**config.mk**
```make
export PLATFORM = sky130hd
export DESIGN_NAME = i2m_master
export DESIGN_NICKNAME = d
export VERILOG_FILES = /design/src/inc/i2m_pkg.sv /design/src/hw/i2m_master.sv
export SDC_FILE = /design/constraint.sdc
export NUM_CORES = 1
export LEC_CHECK = 0
export BUFFER_PORTS_ARGS = -buffer_cell sky130_fd_sc_hd__clkbuf_2
export CAP_MARGIN = 0
export CORE_ASPECT_RATIO = 2
export CORE_UTILIZATION = 60
export CTS_CLUSTER_DIAMETER = 100
export CTS_CLUSTER_SIZE = 8
export DETAILED_ROUTE_END_ITERATION = 8
export GPL_TIMING_DRIVEN = 1
export PLACE_DENSITY = 0.85
export SYNTH_ARGS = -nofsm -noshare
export SYNTH_HDL_FRONTEND = slang
export SYNTH_SLANG_ARGS = --single-unit
```
**constraint.sdc**
```tcl
create_clock -name mclk -period 7.3 [get_ports mclk]
set_clock_uncertainty 0.05 [all_clocks]
set_input_delay 0.365 -clock mclk [delete_from_list [all_inputs] [get_ports mclk]]
set_output_delay 0.365 -clock mclk [all_outputs]
set_load 0.02 [all_outputs]
```
**src/inc/i2m_pkg.sv**
```systemverilog
// Constants, register map and types for the two-wire master block
//--------------------------------------------------------------
// How it works
// - Master event flag sets when a master-initiated start, stop, byte or ack completes.
// - Slave event flag sets when an address matching this device is seen.
// - Control bit disables slope control; needed off for 1 MHz operation.
// - Accept-all-addresses enable makes every received address a match.
// - General call (all-zero byte, write) matches only while control bit 7 set.
// - After a start, eight bits shift in and compare with own and general call.
// - General call match loads receive buffer, sets full, master flag on ninth fall.
// - Master supports start, restart, stop, transmit, receive and acknowledge generation.
// - Master drives all clock pulses; restart keeps the bus claimed.
// - Master transmit sends address with direction 0, 8-bit bytes, receiver acknowledges.
// - Master receive sends address with direction 1, master acknowledges each byte.
// - Transmit write in ST_WAIT sets transmit full, starts baud generator and shifting; in other states it only loads the data.
// - Each transmitted bit changes data after the clock falling edge.
// - Status bit 14 reads high while a master transmission runs.
// - Receive enable bit 3 starts reception only while holding the bus in ST_WAIT, else ignored (also in ST_IDLE).
// - Baud generator rolls over to toggle clock; data sampled on rising edges.
//--------------------------------------------------------------
package i2m_pkg;
	localparam int ADDR_W = 4;
	localparam logic [ADDR_W-1:0] OFS_CTRL = 4'h0;
	localparam logic [ADDR_W-1:0] OFS_STAT = 4'h1;
	localparam logic [ADDR_W-1:0] OFS_TX = 4'h2;
	localparam logic [ADDR_W-1:0] OFS_RX = 4'h3;
	localparam logic [ADDR_W-1:0] OFS_OWN = 4'h4;
	localparam logic [ADDR_W-1:0] OFS_BAUD = 4'h5;
	localparam logic [ADDR_W-1:0] OFS_IRQ = 4'h6;
	localparam logic [ADDR_W-1:0] OFS_MASK = 4'h7;
	// Control bit positions
	localparam int C_START = 0;
	localparam int C_RSTART = 1;
	localparam int C_STOP = 2;
	localparam int C_RECV = 3;
	localparam int C_ACK = 4;
	localparam int C_ACKDT = 5;
	localparam int C_ACCALL = 6;
	localparam int C_GCALL = 7;
	localparam int C_SLOPE = 9;
	localparam int C_EN = 15;
	// Status bit positions
	localparam int S_RXFULL = 1;
	localparam int S_TXFULL = 0;
	localparam int S_ACKIN = 15;
	localparam int S_TXPROG = 14;
	localparam int S_GCSTAT = 9;
	localparam int S_BUSY = 4;
	// Interrupt status bits
	localparam int I_MASTER = 0;
	localparam int I_SLAVE = 1;
	localparam logic [15:0] BAUD_RST = 16'h0009;
	localparam logic [6:0] OWN_RST = 7'h00;
	localparam logic [7:0] GCALL_BYTE = 8'h00;
	localparam logic [3:0] BITS_PER_BYTE = 4'h8;

	typedef enum logic [3:0] {
		ST_IDLE, ST_START, ST_RSTART, ST_STOP, ST_TX, ST_TXACK,
		ST_RX, ST_ACKOUT, ST_WAIT
	} i2m_state_e;

	typedef struct packed {
		logic [ADDR_W-1:0] addr;
		logic [15:0] wdata;
		logic wr;
		logic rd;
	} i2m_bus_s;

	typedef struct packed {
		logic sclOe;
		logic sdaOe;
	} i2m_pins_s;
endpackage : i2m_pkg

```
**src/hw/i2m_master.sv**
```systemverilog
// Two-wire bus master with general call and address recognition
`timescale 1ns/1ps
`default_nettype none
module i2m_master (
	// Clock and reset
	input wire logic mclk,
	input wire logic rst_b,
	// Register port
	input wire i2m_pkg::i2m_bus_s bus,
	output logic [15:0] rdata,
	// Bus pins, oe low drives the line low
	input wire logic sclIn,
	input wire logic sdaIn,
	output i2m_pkg::i2m_pins_s pins,
	output logic slopeControlDisable,
	// Interrupt
	output logic irq
);
	import i2m_pkg::*;

	typedef struct packed {
		logic [15:0] ctrl;
		logic [6:0] own;
		logic [15:0] baud;
		logic [15:0] cnt;
		logic [7:0] txData;
		logic [7:0] shift;
		logic [7:0] scanSh;
		logic [7:0] rxBuf;
		logic [3:0] bitCnt;
		logic [3:0] scanCnt;
		logic [1:0] phase;
		logic txFull;
		logic rxFull;
		logic ackIn;
		logic txProg;
		logic gcStat;
		logic busy;
		logic addrPhase;
		logic [1:0] irqStat;
		logic [1:0] irqMask;
		logic [15:0] rdata;
		logic sclOe;
		logic sdaOe;
		logic slope;
		logic irq;
		logic [1:0] sclS;
		logic [1:0] sdaS;
		logic sclLast;
		logic sdaLast;
		logic sScan;
		i2m_state_e st;
	} i2m_reg_s;

	i2m_reg_s r;
	i2m_reg_s next_r;
	logic tick;
	logic sclF;
	logic sdaF;
	logic [1:0] setEv;
	logic rxSet;
	logic [15:0] statWord;

	assign sclF = r.sclS[1];
	assign sdaF = r.sdaS[1];
	// Baud rollover
	assign tick = (r.cnt == 16'h0000);

	always_comb begin
		statWord = 16'h0000;
		statWord[S_ACKIN] = r.ackIn;
		statWord[S_TXPROG] = r.txProg;
		statWord[S_GCSTAT] = r.gcStat;
		statWord[S_BUSY] = r.busy;
		statWord[S_RXFULL] = r.rxFull;
		statWord[S_TXFULL] = r.txFull;
	end

	always_comb begin
		next_r = r;
		setEv = 2'b00;
		rxSet = 1'b0;
		next_r.sclS = {r.sclS[0], sclIn};
		next_r.sdaS = {r.sdaS[0], sdaIn};
		next_r.sclLast = sclF;
		next_r.sdaLast = sdaF;
		//--------------------------------------------------------------
		// Baud rate generator
		//--------------------------------------------------------------
		// reload from divisor
		if (r.st == ST_IDLE || r.st == ST_WAIT || tick) begin
			next_r.cnt = r.baud;
		end else begin
			next_r.cnt = r.cnt - 16'h0001;
		end
		//--------------------------------------------------------------
		// Slave side address scan
		//--------------------------------------------------------------
		// Own counter and shifter: the watcher also sees our own
		// master traffic and must not disturb the master bit count
		if (r.sclLast && sclF && r.sdaLast && !sdaF) begin
			next_r.sScan = 1'b1;
			next_r.addrPhase = 1'b1;
			next_r.scanCnt = 4'h0;
		end
		if (r.sScan && !r.sclLast && sclF && r.st != ST_RX) begin
			next_r.scanSh = {r.scanSh[6:0], sdaF};
			next_r.scanCnt = r.scanCnt + 4'h1;
		end
		if (r.sScan && r.sclLast && !sclF && r.scanCnt == BITS_PER_BYTE) begin
			next_r.sScan = 1'b0;
			next_r.addrPhase = 1'b0;
			if (r.ctrl[C_GCALL] && r.scanSh == GCALL_BYTE) begin
				next_r.rxBuf = r.scanSh;
				next_r.rxFull = 1'b1;
				rxSet = 1'b1;
				next_r.gcStat = 1'b1;
				next_r.busy = 1'b1;
			end else if (r.ctrl[C_ACCALL] || r.scanSh[7:1] == r.own) begin
				setEv[I_SLAVE] = 1'b1;
				next_r.gcStat = 1'b0;
			end
		end
		// master flag on ninth falling edge
		if (r.gcStat && r.busy && !r.sScan && r.scanCnt == BITS_PER_BYTE &&
				!r.sclLast && sclF) begin
			next_r.scanCnt = BITS_PER_BYTE + 4'h1;
		end
		if (r.gcStat && r.busy && r.scanCnt == BITS_PER_BYTE + 4'h1 &&
				r.sclLast && !sclF) begin
			setEv[I_MASTER] = 1'b1;
			next_r.busy = 1'b0;
		end
		//--------------------------------------------------------------
		// Master sequencer
		//--------------------------------------------------------------
		unique case (r.st)
			ST_IDLE, ST_WAIT: begin
				next_r.phase = 2'd0;
			end
			ST_START, ST_RSTART: begin
				if (tick) begin
					next_r.phase = r.phase + 2'd1;
					if (r.phase == 2'd0) begin
						next_r.sdaOe = 1'b1;
						next_r.sclOe = 1'b1;
					end else if (r.phase == 2'd1) begin
						next_r.sdaOe = 1'b0;
					end else begin
						// bus kept claimed, clock held low
						next_r.sclOe = 1'b0;
						next_r.st = ST_WAIT;
						next_r.ctrl[C_START] = 1'b0;
						next_r.ctrl[C_RSTART] = 1'b0;
						setEv[I_MASTER] = 1'b1;
					end
				end
			end
			ST_STOP: begin
				if (tick) begin
					next_r.phase = r.phase + 2'd1;
					if (r.phase == 2'd0) begin
						next_r.sdaOe = 1'b0;
					end else if (r.phase == 2'd1) begin
						next_r.sclOe = 1'b1;
					end else begin
						next_r.sdaOe = 1'b1;
						next_r.st = ST_IDLE;
						next_r.ctrl[C_STOP] = 1'b0;
						setEv[I_MASTER] = 1'b1;
					end
				end
			end
			ST_TX: begin
				if (tick) begin
					if (!r.sclOe) begin
						if (r.phase == 2'd0) begin
							next_r.sdaOe = r.txData[3'd7 - r.bitCnt[2:0]];
							next_r.phase = 2'd1;
						end else begin
							next_r.sclOe = 1'b1;
							next_r.phase = 2'd0;
						end
					end else begin
						next_r.sclOe = 1'b0;
						next_r.bitCnt = r.bitCnt + 4'h1;
						if (r.bitCnt == BITS_PER_BYTE - 4'h1) begin
							next_r.sdaOe = 1'b1;
							next_r.st = ST_TXACK;
						end
					end
				end
			end
			ST_TXACK: begin
				if (tick) begin
					if (!r.sclOe) begin
						next_r.sclOe = 1'b1;
					end else begin
						next_r.ackIn = sdaF;
						next_r.sclOe = 1'b0;
						next_r.txProg = 1'b0;
						next_r.txFull = 1'b0;
						next_r.st = ST_WAIT;
						setEv[I_MASTER] = 1'b1;
					end
				end
			end
			// toggle on rollover, sample on rise
			ST_RX: begin
				if (tick) begin
					next_r.sclOe = !r.sclOe;
					if (!r.sclOe) begin
						next_r.shift = {r.shift[6:0], sdaF};
						next_r.bitCnt = r.bitCnt + 4'h1;
					end else if (r.bitCnt == BITS_PER_BYTE) begin
						next_r.rxBuf = r.shift;
						next_r.rxFull = 1'b1;
						rxSet = 1'b1;
						next_r.ctrl[C_RECV] = 1'b0;
						next_r.st = ST_WAIT;
						setEv[I_MASTER] = 1'b1;
					end
				end
			end
			ST_ACKOUT: begin
				if (tick) begin
					next_r.phase = r.phase + 2'd1;
					if (r.phase == 2'd0) begin
						next_r.sdaOe = r.ctrl[C_ACKDT];
					end else if (r.phase == 2'd1) begin
						next_r.sclOe = 1'b1;
					end else begin
						next_r.sclOe = 1'b0;
						next_r.sdaOe = 1'b1;
						next_r.ctrl[C_ACK] = 1'b0;
						next_r.st = ST_WAIT;
						setEv[I_MASTER] = 1'b1;
					end
				end
			end
		endcase
		//--------------------------------------------------------------
		// Register writes
		//--------------------------------------------------------------
		if (bus.wr) begin
			unique case (bus.addr)
				OFS_CTRL: begin
					next_r.ctrl[C_EN] = bus.wdata[C_EN];
					next_r.ctrl[C_ACKDT] = bus.wdata[C_ACKDT];
					next_r.ctrl[C_ACCALL] = bus.wdata[C_ACCALL];
					next_r.ctrl[C_GCALL] = bus.wdata[C_GCALL];
					next_r.ctrl[C_SLOPE] = bus.wdata[C_SLOPE];
					if (r.st == ST_IDLE || r.st == ST_WAIT) begin
						if (bus.wdata[C_START] && r.st == ST_IDLE) begin
							next_r.ctrl[C_START] = 1'b1;
							next_r.st = ST_START;
						end else if (bus.wdata[C_RSTART] && r.st == ST_WAIT) begin
							next_r.ctrl[C_RSTART] = 1'b1;
							next_r.st = ST_RSTART;
						end else if (bus.wdata[C_STOP] && r.st == ST_WAIT) begin
							next_r.ctrl[C_STOP] = 1'b1;
							next_r.st = ST_STOP;
						end else if (bus.wdata[C_RECV] && r.st == ST_WAIT) begin
							next_r.ctrl[C_RECV] = 1'b1;
							next_r.bitCnt = 4'h0;
							next_r.sdaOe = 1'b1;
							next_r.st = ST_RX;
						end else if (bus.wdata[C_ACK] && r.st == ST_WAIT) begin
							next_r.ctrl[C_ACK] = 1'b1;
							next_r.st = ST_ACKOUT;
						end
					end
				end
				OFS_TX: begin
					next_r.txData = bus.wdata[7:0];
					if (r.st == ST_WAIT) begin
						next_r.txFull = 1'b1;
						next_r.txProg = 1'b1;
						next_r.bitCnt = 4'h0;
						next_r.st = ST_TX;
					end
				end
				OFS_OWN: next_r.own = bus.wdata[6:0];
				OFS_BAUD: next_r.baud = bus.wdata;
				OFS_MASK: next_r.irqMask = bus.wdata[1:0];
				OFS_IRQ: next_r.irqStat = r.irqStat & ~bus.wdata[1:0];
				default: begin
				end
			endcase
		end
		// events set sticky flags, set beats clear
		next_r.irqStat = next_r.irqStat | setEv;
		next_r.irq = |(next_r.irqStat & next_r.irqMask);
		//--------------------------------------------------------------
		// Register reads, data one cycle later
		//--------------------------------------------------------------
		next_r.rdata = 16'h0000;
		if (bus.rd) begin
			unique case (bus.addr)
				OFS_CTRL: next_r.rdata = r.ctrl;
				OFS_STAT: next_r.rdata = statWord;
				OFS_TX: next_r.rdata = {8'h00, r.txData};
				OFS_RX: begin
					next_r.rdata = {8'h00, r.rxBuf};
					// A byte landing during the read wins over the clear
					if (!rxSet) begin
						next_r.rxFull = 1'b0;
					end
				end
				OFS_OWN: next_r.rdata = {9'h000, r.own};
				OFS_BAUD: next_r.rdata = r.baud;
				OFS_IRQ: next_r.rdata = {14'h0000, r.irqStat};
				OFS_MASK: next_r.rdata = {14'h0000, r.irqMask};
				default: next_r.rdata = 16'h0000;
			endcase
		end
		next_r.slope = next_r.ctrl[C_SLOPE];
	end

	always_ff @(posedge mclk) begin
		if (!rst_b) begin
			r <= '0;
			r.baud <= BAUD_RST;
			r.own <= OWN_RST;
			r.sclOe <= 1'b1;
			r.sdaOe <= 1'b1;
			r.sclS <= 2'b11;
			r.sdaS <= 2'b11;
			r.sclLast <= 1'b1;
			r.sdaLast <= 1'b1;
			r.st <= ST_IDLE;
		end else begin
			r <= next_r;
		end
	end

	assign rdata = r.rdata;
	assign pins = '{sclOe: r.sclOe, sdaOe: r.sdaOe};
	assign slopeControlDisable = r.slope;
	assign irq = r.irq;

	rx_start_a: assert property (@(posedge mclk) disable iff (!rst_b)
		(bus.wr && bus.addr == OFS_CTRL && bus.wdata[C_RECV] && r.st != ST_WAIT &&
		 r.st != ST_RX) |=> r.st != ST_RX) else $error("receive started while busy");
	tx_status_a: assert property (@(posedge mclk) disable iff (!rst_b)
		(r.st == ST_TX) |-> r.txProg) else $error("transmit status low in transmit");
	stop_flag_a: assert property (@(posedge mclk) disable iff (!rst_b)
		(r.st == ST_STOP && $past(r.st) == ST_STOP && $changed(r.st) == 1'b0 &&
		 next_r.st == ST_IDLE) |=> r.irqStat[I_MASTER]) else $error("no flag after stop");
	// receive enable cleared with full flag
	rx_done_a: assert property (@(posedge mclk) disable iff (!rst_b)
		($past(r.st) == ST_RX && r.st == ST_WAIT) |-> (r.rxFull && !r.ctrl[C_RECV]))
		else $error("receive completion incomplete");
	irq_level_a: assert property (@(posedge mclk) disable iff (!rst_b)
		r.irq == |(r.irqStat & r.irqMask)) else $error("interrupt line out of step");
	// data moves only while clock is low
	tx_data_a: assert property (@(posedge mclk) disable iff (!rst_b)
		(r.st == ST_TX && $changed(r.sdaOe)) |-> (!r.sclOe && !$past(r.sclOe)))
		else $error("data changed with clock released");
endmodule : i2m_master
`default_nettype wire

```
==> flow_summary.yaml <==
run_status:
  status: "complete, no violations"
yosys:
  yosys.area.top_type: "dfxtp_1"
  synthesis.area_mm2: 0.006729
  yosysTopAreaCellShare_pct: 38.97
  yosysSeqAreaShare_pct: 38.97
  synth_area_leaders: "dfxtp_1 (39%), nand2_1 (6.8%), a21boi_0 (4.4%)"
  yosysWarnings: 0
  syn_area_per_cell_um2: 8.496
  synth_ff_type: "dfxtp_1"
  synth_most_common_cell: "dfxtp_1"
  async_reset_ff_share_pct: 0
  synthTopCellsByCount: "dfxtp_1 (131), nand2_1 (122), clkbuf_1 (43)"
  synth_fp_nets: 828
  ys_ff_latch: 131
  synth-edff-count: 0
  synthCells: 792
  yosysUniqueCellTypes: 72
critical_path:
  reg2regPathDepth: 7
  worstPathRequired_ps: 7550
  critPathKind: "reg -> reg"
  r2r_slack_ps: 4330
  cp-end-kind: "flop"
  r2r-end: "r[52]$_SDFF_PN0_"
  crit_path_start_kind: "flop"
  cp_data_arrival_time_ps: 3230
  rr_startpoint: "r[84]$_SDFF_PN0_"
  cp_max_fo: 19
clocking:
  cts_tree: "done"
  clock-sinks: 131
  cts_setup_buffers: 0
  cts_max_level: 4
  cts_resized: 0
  cts_buffers: 17
  insertion_delay_ps: 420
  cts.root.buffer_cell: "clkbuf_16"
  holdBufCountCts: 0
  cts_buffer_depth: 2
  path_clk_slew_ps: 60
finish:
  nets: 823
  areaGrowthSynthToFinish_pct: 9.595
  num_antenna_cells: 0
  drive_above_1_share_pct: 11.75
timing:
  fin_crit_sh_pct: 40.75
  setup_violations: 0
  fmax_mhz: 336.2
  slew_headroom_pct: 33.03
  tightestPinTransition_ps: 997.0
  hold_violations: 0
  post-route-min-period_ps: 2975
  drv_slew: 0
  worst_slack_ps: 4325
  tns_ps: 0
  rsz0062_at_grt: "false"
placement:
  dp_hpwl_mm: 12.98
  numPortBuffers: 45
  place_ws_ps: 4339
  gp_congestion: 0.9453
worst_hold_path:
  worstHoldEndpoint: "next_r[8]$_SDFF_PN1_"
  min_from: "sdaIn"
  hold_depth: 2
  hold_path.class: "in -> reg"
die:
  start_util_pct: 61.86
  io_pins: 46
  fp.coreArea_mm2: 0.01088
  die_h_um: 151.8
  die_area_mm2: 0.01167
  rows: 54
  die_w_um: 76.88
drt:
  ant_nets: 0
  wire_per_inst_um: 19.38
  vias: 5992
  drc: 0
  dr.first_iter.drc_count: 549
  drtPass1Iterations: 8
  wirelength_mm: 18.22
  viasPerCell: 6.374
grt:
  grt_overflow: 0
  grt_max_degree: 83
  first_global_vias: 5755
  antenna_found_initial: 0
  grt.total_usage_pct: 32.21
  grt_first_pass_wirelength_mm: 28.64
power:
  power_w: 0.001674
  leakage_nw: 2.838
  p_per_area_mw_per_mm2: 227.0
  irDropWorstVdd_v: 0.0001836
flow_run:
  maxCapViolations: 0
[routing by layer]
layer | vias to the layer above | wire (µm) | track usage (%)
li1 | 2788 | - | -
met1 | 2814 | 6235 | 32.15
met2 | 291 | 9439 | 57.19
met3 | 99 | 1128 | 7.425
met4 | 0 | 1417 | 25.19
met5 | - | 0 | 0
[metrics by stage]
stage / hold slack, ps / instances / area [µm²] / utilization [%]
finish: 68.00 / 940 / 7375 / 67.79
global placement: 349.0 / 908 / 6782 / 62.34
global route: 67.18 / 940 / 7375 / 67.79
floorplan: 336.3 / 792 / 6729 / -
CTS: 65.04 / 940 / 7375 / 67.79
detailed placement: 346.2 / 908 / 6782 / 62.34
[cells in the final DEF, fill, tap and decap left out, drive strengths merged, types with 3 or more instances in the layout]
cell and n:
a2111oi 3, a21boi 47, a21oi 23, a222oi 4, a22o 10, a22oi 11
a31oi 8, and2 14, and3 11, and4b 6, buf 5, clkbuf 65
clkinvlp 3, dfxtp 131, ha 10, inv 20, mux2 5, mux2i 23
nand2 122, nand2b 11, nand3 31, nand3b 4, nand4 4, nand4b 3
nor2 33, nor2b 35, nor3 19, nor3b 3, nor4 11, o211a 11
o21ai 26, o31ai 8, or3 5, or4 6, xnor2 14, xor2 12
[kinds of logic (layout without fill, tap and decap cells)]
group	after synthesis	in the layout	synth area share, %
adder cells (fa/ha/maj)	11	11	2.008
XOR/XNOR	26	26	3.384
multiplexers	28	28	4.258
AND/OR/NAND/NOR	331	331	25.92
buffers and inverters	89	97	6.564
flip-flops	131	131	38.97
AO/OA/AOI/OAI	176	176	18.89
[worst max-delay path, stage by stage, from the launching register on]
cell and delay [ps]:
dfxtp_1 330, inv_1 80, ha_1 150, or4b_1 550
nor4_4 860, a22oi_1 500, a22oi_1 280, nor2b_1 70
[where the power goes]
part	internal (W)	switching [W]	total, W
Clock	0.000519	0.000336	0.000856
Sequential	0.000721	0.00000600	0.000727
Combinational	0.0000320	0.0000590	0.0000911
Total	0.00127	0.000401	0.00167
[worst max path at each step]
stage	start	to	slack, ps	cells past startpoint
final	r[84]$_SDFF_PN0_	r[52]$_SDFF_PN0_	4330	7
after floorplan	r[87]$_SDFF_PN0_	r[90]$_SDFF_PN0_	4920	8
after CTS	r[84]$_SDFF_PN0_	r[52]$_SDFF_PN0_	4340	7
after global routing	r[84]$_SDFF_PN0_	r[52]$_SDFF_PN0_	4110	7
after global placement	r[95]$_SDFF_PN0_	r[0]$_SDFF_PN0_	4520	5
after detailed placement	r[84]$_SDFF_PN0_	r[52]$_SDFF_PN0_	4340	7
[flip-flops by register name (all words and copies together), names as in the netlist]
register  cells
pins          2
r           108
next_r        4
rdata        16
irq           1
[final cells by class]
cell class              count  area [µm²]
multi-input cells         572        3665
fillers                   857        3503
flip-flops and latches    131        2623
clock buffers              20       446.7
repair buffers             50       262.8
well taps                 140       175.2
clock inverters            12       146.4
inverters                  15       56.30
Power figures use the tool's default switching activity.
